`src/verilog/power_mode_pkg.sv`:
```
// Constants, register layout and mode type of the power mode controller
package power_mode_pkg;

  // Clock rates and the derived 32 kHz tick divider
  localparam int unsigned CLK_HZ      = 40_000_000;
  localparam int unsigned TICK_HZ     = 32_768;
  localparam int unsigned TICK_DIV    = CLK_HZ / TICK_HZ;
  localparam logic [11:0] TICK_DIV_M1 = 12'(TICK_DIV - 1);

  // Power control register
  localparam logic [7:0]  PWR_CTRL_ADDR  = 8'h1B;
  localparam int unsigned INV_BIT        = 6;
  localparam int unsigned DLY_MSB        = 5;
  localparam int unsigned DLY_LSB        = 4;
  localparam logic [7:0]  PWR_CTRL_RESET = 8'h10;
  localparam logic [7:0]  PWR_CTRL_MASK  = 8'h70;

  // Standby pin synchroniser depth in 32 kHz ticks
  localparam int unsigned SYNC_STAGES = 3;

  // Operating modes
  typedef enum logic [2:0] {
    MODE_COIN,
    MODE_OFF,
    MODE_ON,
    MODE_SLEEP,
    MODE_STANDBY
  } mode_t;

endpackage : power_mode_pkg

```
`src/verilog/tick_divider.sv`:
```
// Divider giving a one-cycle 32 kHz tick from the system clock
`timescale 1ns/1ps
module tick_divider
  import power_mode_pkg::*;
(
  input  wire logic clk_i,
  input  wire logic rst_b_i,
  output logic      tick_o
);

  logic [11:0] cnt_q;

  ////////////////////////////////////////////////////////////////////////
  // Free running count, wraps at the divide value
  always_ff @(posedge clk_i or negedge rst_b_i) begin
    if (!rst_b_i) begin
      cnt_q  <= 12'h000;
      tick_o <= 1'b0;
    end else if (cnt_q == TICK_DIV_M1) begin
      cnt_q  <= 12'h000;
      tick_o <= 1'b1;
    end else begin
      cnt_q  <= cnt_q + 12'h001;
      tick_o <= 1'b0;
    end
  end

endmodule : tick_divider

```
`src/verilog/standby_sync.sv`:
```
// Tick-paced shift synchroniser for the standby control level
`timescale 1ns/1ps
module standby_sync #(
  parameter int unsigned STAGES = 3
) (
  input  wire logic clk_i,
  input  wire logic rst_b_i,
  input  wire logic tick_i,
  input  wire logic clr_i,
  input  wire logic d_i,
  output logic      q_o
);

  logic [STAGES-1:0] sh_q;

  ////////////////////////////////////////////////////////////////////////
  // Shift on each tick; clear forces the inactive level
  always_ff @(posedge clk_i or negedge rst_b_i) begin
    if (!rst_b_i) begin
      sh_q <= '0;
    end else if (clr_i) begin
      sh_q <= '0;
    end else if (tick_i) begin
      sh_q <= {sh_q[STAGES-2:0], d_i};
    end
  end

  // Only the last stage is visible outside
  assign q_o = sh_q[STAGES-1];

endmodule : standby_sync

```
`src/verilog/power_mode_state_control.sv`:
```
// Operating mode controller: mode machine, standby path and control register
`timescale 1ns/1ps
// Function
// Exactly one of ON, OFF, Sleep, Standby, Coin Cell is held.
// No power-up unless supply is above the undervoltage threshold.
// Register accesses are ignored in Coin Cell.
// Interrupt output may assert only in Sleep, Standby or ON.
// Turn-on event moves to ON; processor reset released in ON.
// Turn-off or thermal shutdown forces OFF from powered states.
// Processor reset held low in OFF.
// OFF is left toward ON only on a valid turn-on event.
// Active standby control enters Standby; inactive returns to ON.
// Standby control is pin level XOR polarity-invert bit.
// Standby pin acts only from ON.
// First power-up copies ON settings into Standby settings.
// Polarity-invert is bit 6 of register 0x1B, read and write.
// Host sets polarity first, then adjusts Standby regulator settings.
// Nonzero holdoff field delays the Standby response until expiry.
// Holdoff codes 0 to 3 give that many 32 kHz periods; reset 01.
// Standby pin passes a three-tick synchroniser before the holdoff.
// Holdoff field sits in bits 5:4 of register 0x1B.
// Coin Cell rejects turn-on; moves to OFF when supply recovers.
// Synchroniser and holdoff run on the 32 kHz tick, clear off ON; the code keeps the synchroniser running in Standby.
module power_mode_state_control
  import power_mode_pkg::*;
(
  input  wire logic       clk_i,
  input  wire logic       rst_b_i,
  input  wire logic       supply_above_uv_i,
  input  wire logic       turn_on_event_i,
  input  wire logic       turn_off_event_i,
  input  wire logic       sleep_event_i,
  input  wire logic       thermal_shutdown_i,
  input  wire logic       standby_pin_i,
  input  wire logic       irq_pending_i,
  input  wire logic       reg_wr_i,
  input  wire logic       reg_rd_i,
  input  wire logic [7:0] reg_addr_i,
  input  wire logic [7:0] reg_wdata_i,
  output logic      [7:0] reg_rdata_o,
  output logic            reg_ack_o,
  output logic            processor_reset_out_n_o,
  output logic            interrupt_out_n_o,
  output logic            mirror_standby_o,
  output mode_t           mode_o
);

  mode_t      mode_q;
  mode_t      mode_d;
  logic [7:0] pwr_ctrl_q;
  logic       tick;
  logic       ctl_raw;
  logic       ctl_sync;
  logic       sync_clr;
  logic       armed_q;
  logic [1:0] holdoff_q;
  logic       go_standby;
  logic       booted_q;
  logic       bus_open;
  logic       powered;

  ////////////////////////////////////////////////////////////////////////
  // 32 kHz tick and standby synchroniser

  // shared tick
  tick_divider u_tick (
    .clk_i   (clk_i),
    .rst_b_i (rst_b_i),
    .tick_o  (tick)
  );

  // polarity applied
  // Polarity is folded in before sync so a flip is also qualified
  assign ctl_raw = standby_pin_i ^ pwr_ctrl_q[INV_BIT];

  // pin ignored elsewhere
  // Standby keeps the sync alive so exit can still be seen
  assign sync_clr = (mode_q != MODE_ON) && (mode_q != MODE_STANDBY);

  // three tick sync
  standby_sync #(
    .STAGES (SYNC_STAGES)
  ) u_sync (
    .clk_i   (clk_i),
    .rst_b_i (rst_b_i),
    .tick_i  (tick),
    .clr_i   (sync_clr),
    .d_i     (ctl_raw),
    .q_o     (ctl_sync)
  );

  ////////////////////////////////////////////////////////////////////////
  // Standby holdoff counter

  // holdoff countdown
  // cleared off ON
  always_ff @(posedge clk_i or negedge rst_b_i) begin
    if (!rst_b_i) begin
      armed_q   <= 1'b0;
      holdoff_q <= 2'h0;
    end else if (mode_q != MODE_ON || !ctl_sync) begin
      armed_q   <= 1'b0;
      holdoff_q <= 2'h0;
    end else if (!armed_q) begin
      armed_q   <= 1'b1;
      holdoff_q <= pwr_ctrl_q[DLY_MSB:DLY_LSB];
    end else if (tick && holdoff_q != 2'h0) begin
      holdoff_q <= holdoff_q - 2'h1;
    end
  end

  // zero code means no wait
  assign go_standby = ctl_sync && armed_q && (holdoff_q == 2'h0);

  ////////////////////////////////////////////////////////////////////////
  // Mode machine

  // single mode register
  always_comb begin
    mode_d = mode_q;
    case (mode_q)
      // coin rejects turn-on
      MODE_COIN: begin
        if (supply_above_uv_i) mode_d = MODE_OFF;
      end
      // only turn-on exits toward ON; supply loss exits to COIN
      // supply qualifies power-up
      MODE_OFF: begin
        if (!supply_above_uv_i) mode_d = MODE_COIN;
        else if (turn_on_event_i) mode_d = MODE_ON;
      end
      // thermal and turn-off
      MODE_SLEEP: begin
        if (!supply_above_uv_i) mode_d = MODE_COIN;
        else if (thermal_shutdown_i) mode_d = MODE_OFF;
        else if (turn_off_event_i) mode_d = MODE_OFF;
        else if (turn_on_event_i) mode_d = MODE_ON;
      end
      // standby exit
      MODE_STANDBY: begin
        if (!supply_above_uv_i) mode_d = MODE_COIN;
        else if (thermal_shutdown_i) mode_d = MODE_OFF;
        else if (turn_off_event_i) mode_d = MODE_OFF;
        else if (sleep_event_i) mode_d = MODE_SLEEP;
        else if (!ctl_sync) mode_d = MODE_ON;
      end
      // standby entry
      MODE_ON: begin
        if (!supply_above_uv_i) mode_d = MODE_COIN;
        else if (thermal_shutdown_i) mode_d = MODE_OFF;
        else if (turn_off_event_i) mode_d = MODE_OFF;
        else if (sleep_event_i) mode_d = MODE_SLEEP;
        else if (go_standby) mode_d = MODE_STANDBY;
      end
      default: begin
        mode_d = MODE_COIN;
      end
    endcase
  end

  // Reset starts without supply assumed
  always_ff @(posedge clk_i or negedge rst_b_i) begin
    if (!rst_b_i) begin
      mode_q <= MODE_COIN;
    end else begin
      mode_q <= mode_d;
    end
  end

  assign mode_o = mode_q;

  ////////////////////////////////////////////////////////////////////////
  // Processor reset, interrupt gate and first power-up mirror

  // released in ON
  // low in OFF
  // Registered from the next mode so it tracks mode_q exactly
  always_ff @(posedge clk_i or negedge rst_b_i) begin
    if (!rst_b_i) begin
      processor_reset_out_n_o <= 1'b0;
    end else begin
      processor_reset_out_n_o <= (mode_d == MODE_ON) ||
                                 (mode_d == MODE_STANDBY);
    end
  end

  // interrupt gated by mode
  assign powered = (mode_q == MODE_ON) || (mode_q == MODE_SLEEP) ||
                   (mode_q == MODE_STANDBY);

  always_ff @(posedge clk_i or negedge rst_b_i) begin
    if (!rst_b_i) begin
      interrupt_out_n_o <= 1'b1;
    end else begin
      // Next mode, so the gate is already shut on the edge that enters OFF
      interrupt_out_n_o <= !(irq_pending_i &&
                             ((mode_d == MODE_ON) ||
                              (mode_d == MODE_SLEEP) ||
                              (mode_d == MODE_STANDBY)));
    end
  end

  // one-shot settings mirror
  // Only the first ON entry after reset; later entries keep host edits
  always_ff @(posedge clk_i or negedge rst_b_i) begin
    if (!rst_b_i) begin
      booted_q         <= 1'b0;
      mirror_standby_o <= 1'b0;
    end else begin
      mirror_standby_o <= 1'b0;
      if (!booted_q && mode_d == MODE_ON && mode_q != MODE_ON) begin
        booted_q         <= 1'b1;
        mirror_standby_o <= 1'b1;
      end
    end
  end

  ////////////////////////////////////////////////////////////////////////
  // Power control register port

  // no access in coin cell
  assign bus_open = (mode_q != MODE_COIN);

  // polarity bit storage
  // holdoff field storage
  always_ff @(posedge clk_i or negedge rst_b_i) begin
    if (!rst_b_i) begin
      pwr_ctrl_q <= PWR_CTRL_RESET;
    end else if (reg_wr_i && bus_open &&
                 reg_addr_i == PWR_CTRL_ADDR) begin
      pwr_ctrl_q <= reg_wdata_i & PWR_CTRL_MASK;
    end
  end

  // silent in coin cell
  // Unmapped reads answer zero; unused bits read zero
  always_ff @(posedge clk_i or negedge rst_b_i) begin
    if (!rst_b_i) begin
      reg_ack_o   <= 1'b0;
      reg_rdata_o <= 8'h00;
    end else begin
      reg_ack_o <= (reg_wr_i || reg_rd_i) && bus_open;
      if (reg_rd_i && bus_open && reg_addr_i == PWR_CTRL_ADDR) begin
        reg_rdata_o <= pwr_ctrl_q;
      end else if (reg_rd_i && bus_open) begin
        reg_rdata_o <= 8'h00;
      end
    end
  end
endmodule : power_mode_state_control

```
`config.mk`:
```
export PLATFORM = sky130hd
export DESIGN_NAME = power_mode_state_control
export DESIGN_NICKNAME = d
export VERILOG_FILES = /design/src/verilog/power_mode_pkg.sv /design/src/verilog/tick_divider.sv /design/src/verilog/standby_sync.sv /design/src/verilog/power_mode_state_control.sv
export SDC_FILE = /design/constraint.sdc
export NUM_CORES = 1
export LEC_CHECK = 0
export ABC_AREA = 1
export BUFFER_PORTS_ARGS = -buffer_cell sky130_fd_sc_hd__buf_2
export CORE_MARGIN = 2
export CORE_UTILIZATION = 55
export DETAILED_ROUTE_END_ITERATION = 10
export PLACE_DENSITY_LB_ADDON = 0.05
export SETUP_SLACK_MARGIN = 0.2
export SLEW_MARGIN = 25
export SYNTH_ARGS = -nofsm -noshare
export SYNTH_HDL_FRONTEND = slang
export SYNTH_SLANG_ARGS = --single-unit
```
`constraint.sdc`:
```
create_clock -name clk_i -period 2.4 [get_ports clk_i]
set_input_delay 0.12 -clock clk_i [delete_from_list [all_inputs] [get_ports clk_i]]
set_output_delay 0.12 -clock clk_i [all_outputs]
set_load 0.05 [all_outputs]
```
==> results.tsv <==
stage	metric	value	unit
run_status	outcome	finished, final reports clean	
floorplanning	core	2980	um2
critical_path	timing.critical_path.arrival	1650	ps
logic_synthesis	synth_seq_cells	33	
sta	report.final.slew_viol_count	0	
floorplanning	die_h	59.2	um
cells_and_area	design.final.nets	272	
cells_and_area	area_occupied_by_multi_input_gates	691	um2
floorplanning	fp.dieArea	3510	um2
placed_design	hpwlAfterDp	2200	um
logic_synthesis	yosys.cell_types.count	28	
global_routing	maximum_number_of_pins_on_one_net_before_global_route_repair	34	
global_routing	antenna_found_initial	0	
sta	slew-limit-headroom	52.7	%
sta	clock-skew-final	13.2	ps
min_path	hold_class	in -> reg	
critical_path	path_max_fanout	6	
floorplanning	std_cell_rows	20	
critical_path	worst_ep_required_time	2620	ps
power	power.density	582	nW/um2
cts	clock-root-buffer	sky130_fd_sc_hd__clkbuf_4	
drt	drt_drc_violations_left	0	
sta	rsz0062_at_grt	no	
global_routing	track_usage	20.0	%
critical_path	critical_path.max_stage_delay	380	ps
critical_path	critical_path_class	reg -> reg	
cells_and_area	antenna_cells_inserted	0	
drt	post_drt_antenna_nets	0	
cts	tritoncts_clock_tree	done	
critical_path	worstSetupStartpointType	flip-flop	
placed_design	port_buffers	31	
cts	cts_max_path_buffers	2	
sta	timing.final.hold_violations	0	
power	irDropWorstVdd	0.364	mV
cells_and_area	drive_above_1_share	23.0	%
placed_design	placed_cell_area	1840	um2
cts	worst_setup_hold_path_clk_slew	90	ps
global_routing	grt_first_pass_wirelength	5200	um
cts	sink_count	33	
sta	max_slew.worst_pin.slew	709	ps
floorplanning	start_util	56.3	%
placed_design	gp_congestion	0.907	
drt	viasPerCell	4.90	
sta	fin_crit_sh	59.4	%
global_routing	overflow	0	
critical_path	slowest_stage	sky130_fd_sc_hd__dfrtp_1	
drt	detail_route.first_pass.iterations	4	
critical_path	worstSetupEndpointType	flip-flop	
cells_and_area	ff_latch_area	828	um2
drt	totalWireLength	3000	um
cells_and_area	number_of_inserted_filler_cells_in_the_final_layout	256	
floorplanning	i_o_pin_total	42	
logic_synthesis	synth.yosys.warnings	0	
power	power_leakage	0.00108	uW
logic_synthesis	synth.yosys.seq_area_share	49.4	%
logic_synthesis	synth.cell_area	1680	um2
critical_path	cp_cell_sequence	ha_1, nand2_1, nor4_1, nand2_1, inv_1, nor3_1	
cts	h-tree-depth	2	
cts	tritoncts.num_buffers	5	
critical_path	cp_common_cell	sky130_fd_sc_hd__nand2_1	
sta	max_freq	0.701	GHz
sta	setup-tns-final	0	ps
logic_synthesis	syn-mean-instance-area	8.22	um2
floorplanning	overall_die_width	59.2	um
critical_path	reg2reg_slack	970	ps
logic_synthesis	post_synth_inst_count	204	
global_routing	first_global_vias	1292	
drt	routedWlPerCell	10.8	um
cts	clk-insertion-delay-late	340	ps
cells_and_area	syn2layout_area_growth	16.8	%
cells_and_area	utilization	65.8	%
drt	drt_first_iter_violations	81	
drt	vias	1357	
cts	cts_resized	0	
sta	timing.final.setup_violations	0	
cells_and_area	post-route-cell-area	1960	um2
run	cap_violations	0	
cts	postCtsSetupBuffers	0	
sta	period_minus_slack	1430	ps
cts	postCtsHoldBufs	3	
critical path: cells and delay by family, from the launching register on:
family / cells / cell delay (ps)
flops: 1 / 380
fa+ha+maj: 1 / 190
simple gates: 4 / 560
buf+inv: 1 / 190
cell families (layout without fill, tap and decap cells):
logic type                 count (synthesis)  in the layout  synth area share (%)
buffers and inverters                     40             76                  10.3
AOI/OAI and AO/OA                         19             19                  6.12
adders and majority gates                  2              2                  1.49
other                                      1              5                 0.224
DFF                                       33             33                  49.4
and+or+nand+nor                          101            101                  28.3
xor gates and xnor gates                   8              8                  4.18
power breakdown:
| group | internal, uW | switching, uW | leakage, uW |
|---|---|---|---|
| clock network | 249 | 192 | 0.0000455 |
| logic | 35.5 | 89.4 | 0.000603 |
| registers | 563 | 9.28 | 0.000431 |
| total | 848 | 291 | 0.00108 |
cell type report:
type | instances | area share, %
multi-input combinational | 135 | 35.3
clock buffer | 7 | 2.81
inverter | 34 | 6.52
timing repair buffer | 34 | 9.46
clock inverter | 1 | 1.53
sequential | 33 | 42.3
tap | 33 | 2.11
Yosys cell counts (all sizes together):
cell type,instances,area share [%]
dfstp,2,3.1
conb,1,0.22
a211oi,1,0.45
or2,1,0.37
a21oi,7,2.1
nor3,6,2.1
o21a,1,0.45
nor2,24,5.8
xor2,6,3.1
nor4,3,2.0
ha,2,1.5
nand4,3,1.1
inv,34,7.6
nand3,16,5.4
xnor2,2,1.0
nand2,47,11
o21ai,9,2.7
buf,6,2.7
o211ai,1,0.45
and3,1,0.37
dfrtp,31,46
layout by cell type (no fill, tap or decap):
cell type | synthesis | routed
sky130_fd_sc_hd__nand2_1 | 43 | 43
sky130_fd_sc_hd__xnor2_1 | 2 | 2
sky130_fd_sc_hd__nand3_2 | 2 | 2
sky130_fd_sc_hd__a21oi_1 | 7 | 7
sky130_fd_sc_hd__nor3_2 | 1 | 1
sky130_fd_sc_hd__nor4_1 | 2 | 2
sky130_fd_sc_hd__nand3_1 | 14 | 14
sky130_fd_sc_hd__nand4_1 | 3 | 3
sky130_fd_sc_hd__xor2_1 | 6 | 6
sky130_fd_sc_hd__o21ai_0 | 6 | 6
sky130_fd_sc_hd__o21a_1 | 1 | 1
sky130_fd_sc_hd__dlygate4sd3_1 | 0 | 3
sky130_fd_sc_hd__inv_2 | 4 | 4
sky130_fd_sc_hd__ha_1 | 2 | 2
sky130_fd_sc_hd__or2_2 | 1 | 1
sky130_fd_sc_hd__a211oi_1 | 1 | 1
sky130_fd_sc_hd__nor2_1 | 21 | 21
sky130_fd_sc_hd__and3_1 | 1 | 1
sky130_fd_sc_hd__nor3_1 | 5 | 5
sky130_fd_sc_hd__clkbuf_8 | 0 | 1
sky130_fd_sc_hd__dfrtp_1 | 31 | 31
sky130_fd_sc_hd__nor4_4 | 1 | 1
sky130_fd_sc_hd__o211ai_1 | 1 | 1
sky130_fd_sc_hd__bufinv_16 | 0 | 1
sky130_fd_sc_hd__clkbuf_4 | 0 | 5
sky130_fd_sc_hd__nand2_2 | 4 | 4
sky130_fd_sc_hd__buf_2 | 0 | 31
sky130_fd_sc_hd__dfstp_2 | 2 | 2
sky130_fd_sc_hd__clkbuf_1 | 0 | 1
sky130_fd_sc_hd__nor2_2 | 3 | 3
sky130_fd_sc_hd__o21ai_1 | 3 | 3
sky130_fd_sc_hd__conb_1 | 1 | 5
sky130_fd_sc_hd__inv_1 | 30 | 30
final timing paths:
kind                                         endpoint  depth (start not counted)                 startpoint
setup / recovery            u_tick.cnt_q[2]$_DFF_PN0_                          6  u_tick.cnt_q[0]$_DFF_PN0_
hold / removal              pwr_ctrl_q[5]$_DFFE_PN0P_                          3             reg_wdata_i[5]
setup reg to reg            u_tick.cnt_q[2]$_DFF_PN0_                          6  u_tick.cnt_q[0]$_DFF_PN0_
hold reg to reg             u_tick.cnt_q[0]$_DFF_PN0_                          1  u_tick.cnt_q[0]$_DFF_PN0_
max in group asynchronous   u_tick.cnt_q[3]$_DFF_PN0_                          2                    rst_b_i
min in group asynchronous  reg_rdata_o[6]$_DFFE_PN0P_                          2                    rst_b_i
stage by stage:
stage | std cells | total power [uW] | setup slack, ps | hold WS (ps)
2_1_floorplan | 208 | 670 | 909 | -176
3_3_place_gp | 266 | 703 | 1040 | 201
3_5_place_dp | 266 | 706 | 1030 | 226
4_1_cts | 277 | 1150 | 994 | 7.79
5_1_grt | 277 | 1190 | 833 | 19.4
6_report | 277 | 1140 | 974 | 20.4
registers in the layout (all words and copies together) (netlist names):
| name | count |
|---|---|
| reg_rdata_o | 3 |
| processor_reset_out_n_o | 1 |
| u_tick.tick_o | 1 |
| reg_ack_o | 1 |
| mirror_standby_o | 1 |
| armed_q | 1 |
| mode_o | 3 |
| pwr_ctrl_q | 3 |
| holdoff_q | 2 |
| interrupt_out_n_o | 1 |
| booted_q | 1 |
| u_sync.sh_q | 3 |
| u_tick.cnt_q | 12 |
routing by layer:
metal	wire [um]	up-vias	GRT usage, %	share of wire [%]
met5	0	-	0	0
met3	115	9	5.90	3.8
met1	1440	613	24.6	48
li1	-	709	-	-
met4	68	0	9.09	2.3
met2	1370	26	32.2	46
Power figures use the tool's default switching activity.
